--- config.mk ---
export PLATFORM = sky130hd
export DESIGN_NAME = transfer_info_decoder
export DESIGN_NICKNAME = d
export VERILOG_FILES = /design/src/hdl/xfer_pkg.sv /design/src/hdl/xfer_ifs.sv /design/src/hdl/ptr_step.sv /design/src/hdl/irq_unit.sv /design/src/hdl/transfer_info_decoder.sv
export VERILOG_INCLUDE_DIRS = /design/src /design/src/hdl
export SDC_FILE = /design/constraint.sdc
export NUM_CORES = 2
export LEC_CHECK = 0
export BUFFER_PORTS_ARGS = -buffer_cell sky130_fd_sc_hd__buf_2
export CAP_MARGIN = 20
export CELL_PAD_IN_SITES_DETAIL_PLACEMENT = 1
export CELL_PAD_IN_SITES_GLOBAL_PLACEMENT = 2
export CORE_AREA = 2 2 330 332
export CTS_CLUSTER_SIZE = 30
export DETAILED_ROUTE_END_ITERATION = 7
export DIE_AREA = 0 0 332 334
export PLACE_DENSITY = 0.92
export SLEW_MARGIN = 20
export SYNTH_ARGS = -nofsm -noshare
export SYNTH_HDL_FRONTEND = slang
export SYNTH_SLANG_ARGS = --single-unit
--- constraint.sdc ---
create_clock -name clk_i -period 64 [get_ports clk_i]
set_clock_uncertainty 0.15 [all_clocks]
set_input_delay 12.8 -clock clk_i [delete_from_list [all_inputs] [get_ports clk_i]]
set_output_delay 12.8 -clock clk_i [all_outputs]
set_load 0.01 [all_outputs]
--- src/hdl/xfer_params.svh ---
// offsets, field positions and reset values of the transfer descriptor engine
// assumes an 8-bit byte address on the register bus and 32-bit data
`ifndef XFER_PARAMS_SVH
`define XFER_PARAMS_SVH
// descriptor slots: slot n at byte address n*0x20
`define DESC_NUM     4
`define DESC_MODE_A  5'h00
`define DESC_MODE_B  5'h04
`define DESC_SRC     5'h08
`define DESC_DST     5'h0c
`define DESC_CNT     5'h10
`define DESC_BLK     5'h14
// global registers
`define REG_CTRL     8'h80
`define REG_STATUS   8'h84
`define REG_MASK     8'h88
`define REG_STATE    8'h8c
// transfer_mode_reg_a fields
`define MA_MODE      7:6
`define MA_SIZE      5:4
`define MA_SSTEP     3:2
// transfer_mode_reg_b fields
`define MB_CHAIN     7
`define MB_CCOND     6
`define MB_IRQALL    5
`define MB_AREA      4
`define MB_DSTEP     3:2
// control and status fields
`define CTRL_SHORT   0
`define CTRL_START   1
`define CTRL_IDX     3:2
`define STAT_DONE    0
`define STAT_ERR     1
// reset values and bus answers
`define DESC_RST8    8'h00
`define DESC_RST32   32'h0000_0000
`define CTRL_RST     1'h0
`define MASK_RST     2'h0
`define RESP_OKAY    2'h0
`define RESP_SLVERR  2'h2
`endif

--- src/hdl/xfer_pkg.sv ---
// types shared by the transfer descriptor engine
// assumes nothing of its surroundings
package xfer_pkg;
	typedef enum logic [1:0] {SIZE_BYTE = 2'h0, SIZE_WORD = 2'h1, SIZE_LONG = 2'h2, SIZE_BAD = 2'h3} size_t;
	typedef enum logic [1:0] {MODE_NORMAL = 2'h0, MODE_REPEAT = 2'h1, MODE_BLOCK = 2'h2, MODE_BAD = 2'h3} mode_t;
	typedef enum logic [2:0] {ST_IDLE, ST_LOAD, ST_ISSUE, ST_WAIT, ST_UPDATE} state_t;
endpackage : xfer_pkg

--- src/hdl/xfer_ifs.sv ---
// carriers between the engine and its pointer and interrupt units
// assumes one clock, driven by the engine's module
`timescale 1ns/100ps
interface ptr_if;
	logic [31:0]        ptr;
	logic [1:0]         step;
	xfer_pkg::size_t    size;
	logic               short_mode;
	logic               restore;
	logic [7:0]         reload;
	logic [31:0]        eff;
	logic [31:0]        nxt;
	modport user (output ptr, step, size, short_mode, restore, reload, input eff, nxt);
	modport unit (input ptr, step, size, short_mode, restore, reload, output eff, nxt);
endinterface : ptr_if

interface irq_if;
	logic [1:0] ev;
	logic       rd_clr;
	logic       mask_we;
	logic [1:0] mask_wdata;
	logic [1:0] status;
	logic [1:0] mask;
	modport user (output ev, rd_clr, mask_we, mask_wdata, input status, mask);
	modport unit (input ev, rd_clr, mask_we, mask_wdata, output status, mask);
endinterface : irq_if

--- src/hdl/ptr_step.sv ---
// address arithmetic for one transfer pointer: effective address and next value
// assumes size never holds the prohibited code; the engine refuses it earlier
`timescale 1ns/100ps
module ptr_step (
	ptr_if.unit p
);
	import xfer_pkg::*;
	logic [31:0] amount;
	logic [31:0] base;
	logic [31:0] back;
	logic [31:0] stepped;

	// unit size and repeat/block rewind distance; reload 0 stands for 256 units
	assign amount  = 32'h1 << p.size;
	assign base    = (p.reload == 8'h00) ? 32'h100 : {24'h0, p.reload};
	assign back    = base << p.size;
	assign stepped = (p.step == 2'h2) ? p.ptr + amount : (p.step == 2'h3) ? p.ptr - amount : p.ptr;
	// rewind walks back over the whole area, so no start copy is needed
	assign p.nxt   = (!p.restore || !p.step[1]) ? stepped : p.step[0] ? stepped + back : stepped - back;
	// short mode drops b31..b24 and refills them from b23
	assign p.eff   = p.short_mode ? {{8{p.ptr[23]}}, p.ptr[23:0]} : p.ptr;
endmodule : ptr_step

--- src/hdl/irq_unit.sv ---
// sticky event status, mask and the level interrupt output
// assumes events and read-clear arrive as one-cycle pulses from the engine
`timescale 1ns/100ps
`include "xfer_params.svh"
module irq_unit (
	input  wire logic clk_i,
	input  wire logic rst_i,
	irq_if.unit       ic,
	output logic      irq_o
);
	import xfer_pkg::*;
	logic [1:0] status_r;
	logic [1:0] mask_r;
	logic       irq_r;
	logic [1:0] status_nxt;

	// a set in the clearing cycle survives the clear
	assign status_nxt = (ic.rd_clr ? 2'h0 : status_r) | ic.ev;
	assign ic.status  = status_r;
	assign ic.mask    = mask_r;
	assign irq_o      = irq_r;

	// status, mask and the registered interrupt level
	always_ff @(posedge clk_i or posedge rst_i) begin
		if (rst_i) begin
			status_r <= 2'h0;
			mask_r   <= `MASK_RST;
			irq_r    <= 1'h0;
		end else begin
			status_r <= status_nxt;
			if (ic.mask_we) mask_r <= ic.mask_wdata;
			irq_r    <= |(status_r & mask_r);
		end
	end
endmodule : irq_unit

--- src/hdl/transfer_info_decoder.sv ---
// descriptor-driven transfer engine with an AXI4-Lite register file
// assumes a memory port that acknowledges each unit with a one-cycle pulse
//
// Our own choices: the AXI4-Lite register port and the register offsets.
`timescale 1ns/100ps
`include "xfer_params.svh"

// Operation
// - area side bit 0 makes destination the repeat/block area, 1 the source
// - size field 00 byte, 01 word, 10 longword; 11 is refused
// - chain enable 1 runs a chained transfer afterwards; 0 never chains
// - irq_every_transfer 0 interrupts at count end only; 1 after every transfer
// - chain condition 0 chains after every transfer
// - chain condition 1 chains only when counter goes 1 to 0 or reloads
// - full-address mode uses all 32 pointer bits
// - short-address mode uses the low 24 bits, ignoring b31..b24
// - short-address mode fills the upper bits from b23
// - step 0X fixed without write-back, 10 increments, 11 decrements by size
// - mode field 00 normal, 01 repeat, 10 block; 11 is refused
// - block mode counts blocks down and ends when the block counter hits zero
module transfer_info_decoder (
	input  wire logic          clk_i,
	input  wire logic          rst_i,
	input  wire logic [7:0]    awaddr_i,
	input  wire logic          awvalid_i,
	output logic               awready_o,
	input  wire logic [31:0]   wdata_i,
	input  wire logic [3:0]    wstrb_i,
	input  wire logic          wvalid_i,
	output logic               wready_o,
	output logic [1:0]         bresp_o,
	output logic               bvalid_o,
	input  wire logic          bready_i,
	input  wire logic [7:0]    araddr_i,
	input  wire logic          arvalid_i,
	output logic               arready_o,
	output logic [31:0]        rdata_o,
	output logic [1:0]         rresp_o,
	output logic               rvalid_o,
	input  wire logic          rready_i,
	input  wire logic          act_i,
	input  wire logic [1:0]    act_idx_i,
	output logic               mem_req_o,
	output logic [31:0]        mem_src_o,
	output logic [31:0]        mem_dst_o,
	output xfer_pkg::size_t    mem_size_o,
	input  wire logic          mem_ack_i,
	output logic               busy_o,
	output logic               irq_o
);
	import xfer_pkg::*;

	// ********************************************************************
	// declarations and helpers
	// ********************************************************************
	logic [7:0]  mode_a_r [`DESC_NUM];
	logic [7:0]  mode_b_r [`DESC_NUM];
	logic [31:0] src_r    [`DESC_NUM];
	logic [31:0] dst_r    [`DESC_NUM];
	logic [15:0] cnt_r    [`DESC_NUM];
	logic [15:0] blk_r    [`DESC_NUM];
	logic        aw_rdy_r, w_rdy_r, aw_hold_r, w_hold_r, bvalid_r, ar_rdy_r, rvalid_r;
	logic [7:0]  aw_addr_r;
	logic [31:0] w_data_r, rdata_r;
	logic [3:0]  w_strb_r;
	logic [1:0]  bresp_r, rresp_r;
	logic        short_r;
	state_t      state_r;
	logic [1:0]  idx_r;
	logic [7:0]  wa_r, wb_r;
	logic [31:0] wsrc_r, wdst_r, msrc_r, mdst_r;
	logic [15:0] wcnt_r, wblk_r;
	logic        hit_r, end_r, req_r, busy_r;
	size_t       msize_r;
	mode_t       cur_mode;
	size_t       cur_size;
	logic        bad_cfg, low_last, reload_now, chain_go;
	logic [7:0]  cnt_low;
	ptr_if       src_p ();
	ptr_if       dst_p ();
	irq_if       ic ();

	// byte-lane merge for wide registers
	function automatic logic [31:0] merge32(input logic [31:0] old, input logic [31:0] d, input logic [3:0] s);
		logic [31:0] r;
		r = old;
		for (int i = 0; i < 4; i++) begin
			if (s[i]) r[i*8 +: 8] = d[i*8 +: 8];
		end
		return r;
	endfunction : merge32

	// one address map shared by the read and write paths
	function automatic logic reg_ok(input logic [7:0] a);
		if (a[7]) return (a[6:4] == 3'h0) && (a[1:0] == 2'h0);
		else return (a[4:0] <= `DESC_BLK) && (a[1:0] == 2'h0);
	endfunction : reg_ok

	// ********************************************************************
	// AXI4-Lite slave
	// ********************************************************************
	logic        aw_take, w_take, wr_fire, b_take, ar_take, r_take, wr_ok, desc_we;
	logic        start_pulse, ar_ok;
	logic [1:0]  widx, ridx;
	logic [4:0]  wreg, rreg;
	logic [31:0] rd_desc, rd_glob, rd_word, cnt_m, blk_m;

	// handshakes and write decode; one write and one read outstanding at most
	assign aw_take     = awvalid_i && aw_rdy_r;
	assign w_take      = wvalid_i && w_rdy_r;
	assign wr_fire     = aw_hold_r && w_hold_r && !bvalid_r;
	assign b_take      = bvalid_r && bready_i;
	assign ar_take     = arvalid_i && ar_rdy_r;
	assign r_take      = rvalid_r && rready_i;
	assign wr_ok       = reg_ok(aw_addr_r);
	assign widx        = aw_addr_r[6:5];
	assign wreg        = aw_addr_r[4:0];
	assign desc_we     = wr_fire && wr_ok && !aw_addr_r[7];
	assign start_pulse = wr_fire && (aw_addr_r == `REG_CTRL) && w_strb_r[0] && w_data_r[`CTRL_START];
	assign ic.mask_we    = wr_fire && (aw_addr_r == `REG_MASK) && w_strb_r[0];
	assign ic.mask_wdata = w_data_r[1:0];
	// counter words merged by lane before the 16-bit store
	assign cnt_m = merge32({16'h0, cnt_r[widx]}, w_data_r, w_strb_r);
	assign blk_m = merge32({16'h0, blk_r[widx]}, w_data_r, w_strb_r);

	// read decode; status clears as it is read
	assign ar_ok    = reg_ok(araddr_i);
	assign ridx     = araddr_i[6:5];
	assign rreg     = araddr_i[4:0];
	assign rd_desc  = (rreg == `DESC_MODE_A) ? {24'h0, mode_a_r[ridx]} :
	                  (rreg == `DESC_MODE_B) ? {24'h0, mode_b_r[ridx]} :
	                  (rreg == `DESC_SRC)    ? src_r[ridx] :
	                  (rreg == `DESC_DST)    ? dst_r[ridx] :
	                  (rreg == `DESC_CNT)    ? {16'h0, cnt_r[ridx]} : {16'h0, blk_r[ridx]};
	assign rd_glob  = (araddr_i == `REG_CTRL)   ? {31'h0, short_r} :
	                  (araddr_i == `REG_STATUS) ? {30'h0, ic.status} :
	                  (araddr_i == `REG_MASK)   ? {30'h0, ic.mask} : {29'h0, idx_r, busy_o};
	assign rd_word  = !ar_ok ? 32'h0 : araddr_i[7] ? rd_glob : rd_desc;
	assign ic.rd_clr = ar_take && (araddr_i == `REG_STATUS);

	// write channel capture and response
	always_ff @(posedge clk_i or posedge rst_i) begin
		if (rst_i) begin
			aw_rdy_r  <= 1'h1;
			w_rdy_r   <= 1'h1;
			aw_hold_r <= 1'h0;
			w_hold_r  <= 1'h0;
			bvalid_r  <= 1'h0;
			bresp_r   <= `RESP_OKAY;
			aw_addr_r <= 8'h00;
			w_data_r  <= 32'h0;
			w_strb_r  <= 4'h0;
			short_r   <= `CTRL_RST;
		end else begin
			if (aw_take) begin
				aw_addr_r <= awaddr_i;
				aw_hold_r <= 1'h1;
				aw_rdy_r  <= 1'h0;
			end
			if (w_take) begin
				w_data_r <= wdata_i;
				w_strb_r <= wstrb_i;
				w_hold_r <= 1'h1;
				w_rdy_r  <= 1'h0;
			end
			if (wr_fire) begin
				aw_hold_r <= 1'h0;
				w_hold_r  <= 1'h0;
				bvalid_r  <= 1'h1;
				bresp_r   <= wr_ok ? `RESP_OKAY : `RESP_SLVERR;
				if (aw_addr_r == `REG_CTRL && w_strb_r[0]) short_r <= w_data_r[`CTRL_SHORT];
			end
			if (b_take) begin
				bvalid_r <= 1'h0;
				aw_rdy_r <= 1'h1;
				w_rdy_r  <= 1'h1;
			end
		end
	end

	// read channel: data captured at the address handshake
	always_ff @(posedge clk_i or posedge rst_i) begin
		if (rst_i) begin
			ar_rdy_r <= 1'h1;
			rvalid_r <= 1'h0;
			rdata_r  <= 32'h0;
			rresp_r  <= `RESP_OKAY;
		end else if (ar_take) begin
			ar_rdy_r <= 1'h0;
			rvalid_r <= 1'h1;
			rdata_r  <= rd_word;
			rresp_r  <= ar_ok ? `RESP_OKAY : `RESP_SLVERR;
		end else if (r_take) begin
			ar_rdy_r <= 1'h1;
			rvalid_r <= 1'h0;
		end
	end

	// ********************************************************************
	// descriptor store
	// ********************************************************************
	// the engine's write-back comes last so it beats a same-cycle bus write
	always_ff @(posedge clk_i or posedge rst_i) begin
		if (rst_i) begin
			for (int i = 0; i < `DESC_NUM; i++) begin
				mode_a_r[i] <= `DESC_RST8;
				mode_b_r[i] <= `DESC_RST8;
				src_r[i]    <= `DESC_RST32;
				dst_r[i]    <= `DESC_RST32;
				cnt_r[i]    <= 16'h0;
				blk_r[i]    <= 16'h0;
			end
		end else begin
			if (desc_we) begin
				if (wreg == `DESC_MODE_A && w_strb_r[0]) mode_a_r[widx] <= w_data_r[7:0];
				else if (wreg == `DESC_MODE_B && w_strb_r[0]) mode_b_r[widx] <= w_data_r[7:0];
				else if (wreg == `DESC_SRC) src_r[widx] <= merge32(src_r[widx], w_data_r, w_strb_r);
				else if (wreg == `DESC_DST) dst_r[widx] <= merge32(dst_r[widx], w_data_r, w_strb_r);
				else if (wreg == `DESC_CNT) cnt_r[widx] <= cnt_m[15:0];
				else if (wreg == `DESC_BLK) blk_r[widx] <= blk_m[15:0];
			end
			if (state_r == ST_UPDATE) begin
				if (wa_r[3]) src_r[idx_r] <= wsrc_r;
				if (wb_r[3]) dst_r[idx_r] <= wdst_r;
				cnt_r[idx_r] <= wcnt_r;
				if (cur_mode == MODE_BLOCK) blk_r[idx_r] <= wblk_r;
			end
		end
	end

	// ********************************************************************
	// transfer engine
	// ********************************************************************
	assign cur_mode   = mode_t'(wa_r[`MA_MODE]);
	assign cur_size   = size_t'(wa_r[`MA_SIZE]);
	assign bad_cfg    = (mode_a_r[idx_r][`MA_MODE] == MODE_BAD) || (mode_a_r[idx_r][`MA_SIZE] == SIZE_BAD);
	assign cnt_low    = wcnt_r[7:0];
	assign low_last   = (cnt_low == 8'h01);
	assign reload_now = (cur_mode != MODE_NORMAL) && low_last;
	// unconditional chain, or only on the counter's last step
	assign chain_go   = wb_r[`MB_CHAIN] && (!wb_r[`MB_CCOND] || hit_r);

	// pointer units; only the area side rewinds at a reload
	assign src_p.ptr        = wsrc_r;
	assign src_p.step       = wa_r[`MA_SSTEP];
	assign src_p.size       = cur_size;
	assign src_p.short_mode = short_r;
	assign src_p.restore    = reload_now && wb_r[`MB_AREA];
	assign src_p.reload     = wcnt_r[15:8];
	assign dst_p.ptr        = wdst_r;
	assign dst_p.step       = wb_r[`MB_DSTEP];
	assign dst_p.size       = cur_size;
	assign dst_p.short_mode = short_r;
	assign dst_p.restore    = reload_now && !wb_r[`MB_AREA];
	assign dst_p.reload     = wcnt_r[15:8];
	ptr_step u_src_step (.p(src_p));
	ptr_step u_dst_step (.p(dst_p));

	// events: done by interrupt selection, error on a prohibited setting
	assign ic.ev[`STAT_DONE] = (state_r == ST_UPDATE) && (wb_r[`MB_IRQALL] || end_r);
	assign ic.ev[`STAT_ERR]  = (state_r == ST_LOAD) && bad_cfg;
	irq_unit u_irq (.clk_i(clk_i), .rst_i(rst_i), .ic(ic), .irq_o(irq_o));

	// engine state; activations are ignored while busy
	always_ff @(posedge clk_i or posedge rst_i) begin
		if (rst_i) begin
			state_r <= ST_IDLE;
			idx_r   <= 2'h0;
			wa_r    <= 8'h00;
			wb_r    <= 8'h00;
			wsrc_r  <= 32'h0;
			wdst_r  <= 32'h0;
			wcnt_r  <= 16'h0;
			wblk_r  <= 16'h0;
			hit_r   <= 1'h0;
			end_r   <= 1'h0;
			req_r   <= 1'h0;
			busy_r  <= 1'h0;
			msrc_r  <= 32'h0;
			mdst_r  <= 32'h0;
			msize_r <= SIZE_BYTE;
		end else begin
			case (state_r)
				ST_IDLE: begin
					busy_r <= start_pulse || act_i;
					if (start_pulse) begin
						idx_r   <= w_data_r[`CTRL_IDX];
						state_r <= ST_LOAD;
					end else if (act_i) begin
						idx_r   <= act_idx_i;
						state_r <= ST_LOAD;
					end
				end
				ST_LOAD: begin
					wa_r    <= mode_a_r[idx_r];
					wb_r    <= mode_b_r[idx_r];
					wsrc_r  <= src_r[idx_r];
					wdst_r  <= dst_r[idx_r];
					wcnt_r  <= cnt_r[idx_r];
					wblk_r  <= blk_r[idx_r];
					state_r <= bad_cfg ? ST_IDLE : ST_ISSUE;
					busy_r  <= !bad_cfg;
				end
				ST_ISSUE: begin
					req_r   <= 1'h1;
					msrc_r  <= src_p.eff;
					mdst_r  <= dst_p.eff;
					msize_r <= cur_size;
					state_r <= ST_WAIT;
				end
				ST_WAIT: begin
					if (mem_ack_i) begin
						req_r  <= 1'h0;
						wsrc_r <= src_p.nxt;
						wdst_r <= dst_p.nxt;
						if (cur_mode == MODE_NORMAL) begin
							wcnt_r  <= wcnt_r - 16'h1;
							hit_r   <= (wcnt_r == 16'h1);
							end_r   <= (wcnt_r == 16'h1);
							state_r <= ST_UPDATE;
						end else begin
							wcnt_r[7:0] <= low_last ? wcnt_r[15:8] : cnt_low - 8'h1;
							hit_r       <= low_last;
							end_r       <= (cur_mode == MODE_BLOCK) && low_last && (wblk_r == 16'h1);
							if (cur_mode == MODE_BLOCK && low_last) wblk_r <= wblk_r - 16'h1;
							state_r     <= (cur_mode == MODE_BLOCK && !low_last) ? ST_ISSUE : ST_UPDATE;
						end
					end
				end
				ST_UPDATE: begin
					busy_r <= chain_go;
					if (chain_go) begin
						idx_r   <= idx_r + 2'h1;
						state_r <= ST_LOAD;
					end else begin
						state_r <= ST_IDLE;
					end
				end
				default: begin
					state_r <= ST_IDLE;
					busy_r  <= 1'h0;
				end
			endcase
		end
	end

	// ********************************************************************
	// outputs
	// ********************************************************************
	assign awready_o  = aw_rdy_r;
	assign wready_o   = w_rdy_r;
	assign bvalid_o   = bvalid_r;
	assign bresp_o    = bresp_r;
	assign arready_o  = ar_rdy_r;
	assign rvalid_o   = rvalid_r;
	assign rdata_o    = rdata_r;
	assign rresp_o    = rresp_r;
	assign mem_req_o  = req_r;
	assign mem_src_o  = msrc_r;
	assign mem_dst_o  = mdst_r;
	assign mem_size_o = msize_r;
	assign busy_o     = busy_r;
endmodule : transfer_info_decoder

==> key figures <==
Worst setup path
  • Critical Path AT: 16.07 ns
  • CP max FO: 41
  • Crit path capture type: flip-flop
  • Critical path type: in -> reg
  • Reg-to-reg startpoint: wa_r[5]
  • Worst EP required: 64.41 ns
  • Reg2reg path depth: 20
  • Reg-to-reg endpoint: dst_p.ptr[24]
  • Type of origin of the critical path: primary input
  • R2R setup slack: 56.67 ns

STA
  • Tmin final: ~16 ns
  • Rel. slew slack: 0.149
  • Final hold violations: 0
  • Final setup TNS: 0 ns
  • Setup violation total in the final timing report: 0
  • Slew @ Worst Pin: 1.26 ns
  • RSZ-0062 raised after global routing: false
  • FMAX: roughly 64 MHz
  • Final worst-path cycle share: 0.245
  • Fin. max-slew vios: 0

Synthesis
  • Post-synth top area share: 0.375
  • Gate Count Post-Synth: about 4800
  • Sequential element share of the synthesized area: 0.376
  • Post-synthesis cell area: between 40000 and 50000 sq um
  • Post-synth EDFFs: 0
  • Async set-reset flop share out of synthesis: 1.00
  • Commonest cells in the netlist: dfrtp_1, nand2_1, o21ai_0
  • Top cells by area, synth: dfrtp_1, mux4_2, mux2i_1
  • Synth Register Bits: approximately 720
  • Most frequent cell after synthesis: dfrtp_1
  • Yosys warns: 0
  • Top_reg_cell synth: dfrtp_1
  • Synth area leader: dfrtp_1
  • Syn_area_per_cell: 9.90 sq um
  • Yosys cell types: 86

Cells and area
  • Layout area overhead: 10.1%
  • Share of layout cells above drive strength 1: 0.197
  • Multi-input gate area: 27900 sq um
  • Sequential cell area: 18100 sq um
  • Fin nets: 4924
  • Filler cells: 11900
  • Final core utilization: 0.490

Clock network
  • CTS root buf: clkbuf_16
  • Worst-Skew Late Latency: between 0.6 and 0.7 ns
  • CTS tree: yes
  • Post-CTS Hold Buffers: 0
  • Clock transition at the registers of the reported paths: around 0.060 ns
  • CTS-repair resized insts: 0
  • Post-CTS setup buffer count: 0
  • H-tree depth: 3
  • Max Root-Sink Buffers: 3
  • Num CTS Buffers: between 80 and 90
  • Clk sinks: 722

Drt
  • Routed WL per cell: 29.8 microns
  • Via count: 41400
  • DRC: 0
  • Antenna-violating nets left: 0
  • DRT Pass-1 Iters: 6
  • Post-DR vias/cell: around 6.6
  • Final WL: 186 mm
  • Iter 0 DRT Violations: approximately 4000

Place
  • PortBufs: 170
  • Gp weighted congestion: 0.908
  • Detailed Place HPWL: 124 mm

Power
  • Pwr Density: ~45 nW/um^2
  • Leakage: 22.4 nW
  • Peak supply drop: 0.0337 mV

Global route
  • GR Util All Layers: 0.334
  • Initial antenna violation count: 10
  • Grt ovf: 0
  • Largest net degree at the start of global routing: 158
  • Via count of the first global-routing pass: 43000
  • First-pass GRT wire length: 280 mm

Floorplanning
  • # rows: 121
  • Die X: 332 microns
  • Ports: 173
  • Die area: roughly 110000 sq um
  • Initial Util: 0.446
  • CORE AREA: 108000 sq um
  • Chip Height: 334 microns

Hold path
  • Hold path depth: 2
  • Type of the tightest min-delay check: reg -> reg
  • Hold Path End: wb_r[5]
  • HP Start: wb_r[5]

Flow run
  • Max cap viols: 0

Status
  • Status: completed
[final cells by class]
type | instances | area share
flip-flops and latches | 722 | 0.342
clock inverters | 31 | 0.00916
clock buffers | 125 | 0.0492
well taps | 1414 | 0.0335
multi-input cells | 3547 | 0.527
diodes | 3 | 0.000142
repair buffers | 244 | 0.0273
inverters | 163 | 0.0117
[power by group]
part,switching (mW),total (mW),internal [mW]
clock network,0.212,0.542,0.330
registers,0.161,0.690,0.528
logic,0.723,1.15,0.425
[worst max path at each step]
stage | start | endpoint | slack (ns) | depth (start not counted)
finish | araddr_i[5] | rdata_o[0] | 48.34 | 11
global route | rst_i | w_data_r[0] | 48.03 | 5
CTS | rst_i | w_data_r[0] | 48.29 | 5
detailed placement | rst_i | w_data_r[0] | 47.57 | 5
global placement | rst_i | w_data_r[0] | 47.62 | 5
floorplan | rst_i | aw_addr_r[0] | 30.80 | 1
[sequential cells by signal (all words and copies together), names as in the netlist, 64 cells and up]
| register | flops |
|---|---|
| src_r | 128 |
| dst_r | 128 |
| cnt_r | 64 |
| blk_r | 64 |
[cells in the final DEF, fill, tap and decap left out, types with 22 or more instances in the layout]
cell type  netlist  final
a22oi_1         32     32
a21o_1          33     33
nand2_1        693    688
nor3_1          46     44
mux4_2         316    316
inv_1          161    160
nand3_1         49     48
nand2b_1        24     24
dfrtp_1        719    715
mux2_2         171    171
o211ai_1        32     32
xor2_1          66     66
and3_1          40     31
clkbuf_8         0     25
buf_4            4     73
buf_2           48    168
clkbuf_16        0     89
a211oi_1        50     50
a21oi_1        208    208
mux2i_1        416    416
o21ai_0        689    689
nor4_1          22     22
ha_1            90     90
xnor2_1         65     65
nor2_1         245    235
[layer usage]
metal / track usage / vias up / wire [microns]
met5: 0 / - / 72
met4: 0.205 / 12 / 12700
met3: 0.0652 / 559 / 15500
met2: 0.523 / 2004 / 84900
met1: 0.428 / 21400 / 73300
li1: - / 17400 / -
[cells by family (layout without fill, tap and decap cells)]
logic type | count (synthesis) | count (layout) | share of synthesized area
AND/OR/NAND/NOR | 1226 | 1226 | 0.111
adder cells (fa/ha/maj) | 96 | 96 | 0.0259
other | 1 | 5 | 0.0000781
buffers and inverters | 581 | 563 | 0.0471
XOR/XNOR | 135 | 135 | 0.0252
flip-flops | 722 | 722 | 0.376
multiplexers | 903 | 903 | 0.275
AO/OA/AOI/OAI | 1185 | 1185 | 0.140
[worst max-delay path, stage by stage]
cell and delay, ns:
clkbuf_8 0.47, buf_4 0.77, mux4_2 0.59, mux2i_1 0.32, a211oi_1 0.14, a21oi_1 0.35, a211oi_1 0.13, a21oi_1 0.16
nor2_1 0.06, a31oi_1 0.14, o21ai_0 0.09
[metrics by stage]
step	cell area (sq um)	hold WS, ns	cells	power (mW)	setup slack [ns]
floorplan	48000	0.288	4850	1.43	30.80
global placement	49800	0.306	6090	1.78	47.62
detailed placement	49800	0.318	6090	1.81	47.57
CTS	52900	0.331	6246	2.36	48.29
global route	52900	0.364	6246	2.50	48.03
finish	52900	0.329	6249	2.38	48.34
Note: power is estimated with default switching activity, not from simulation.
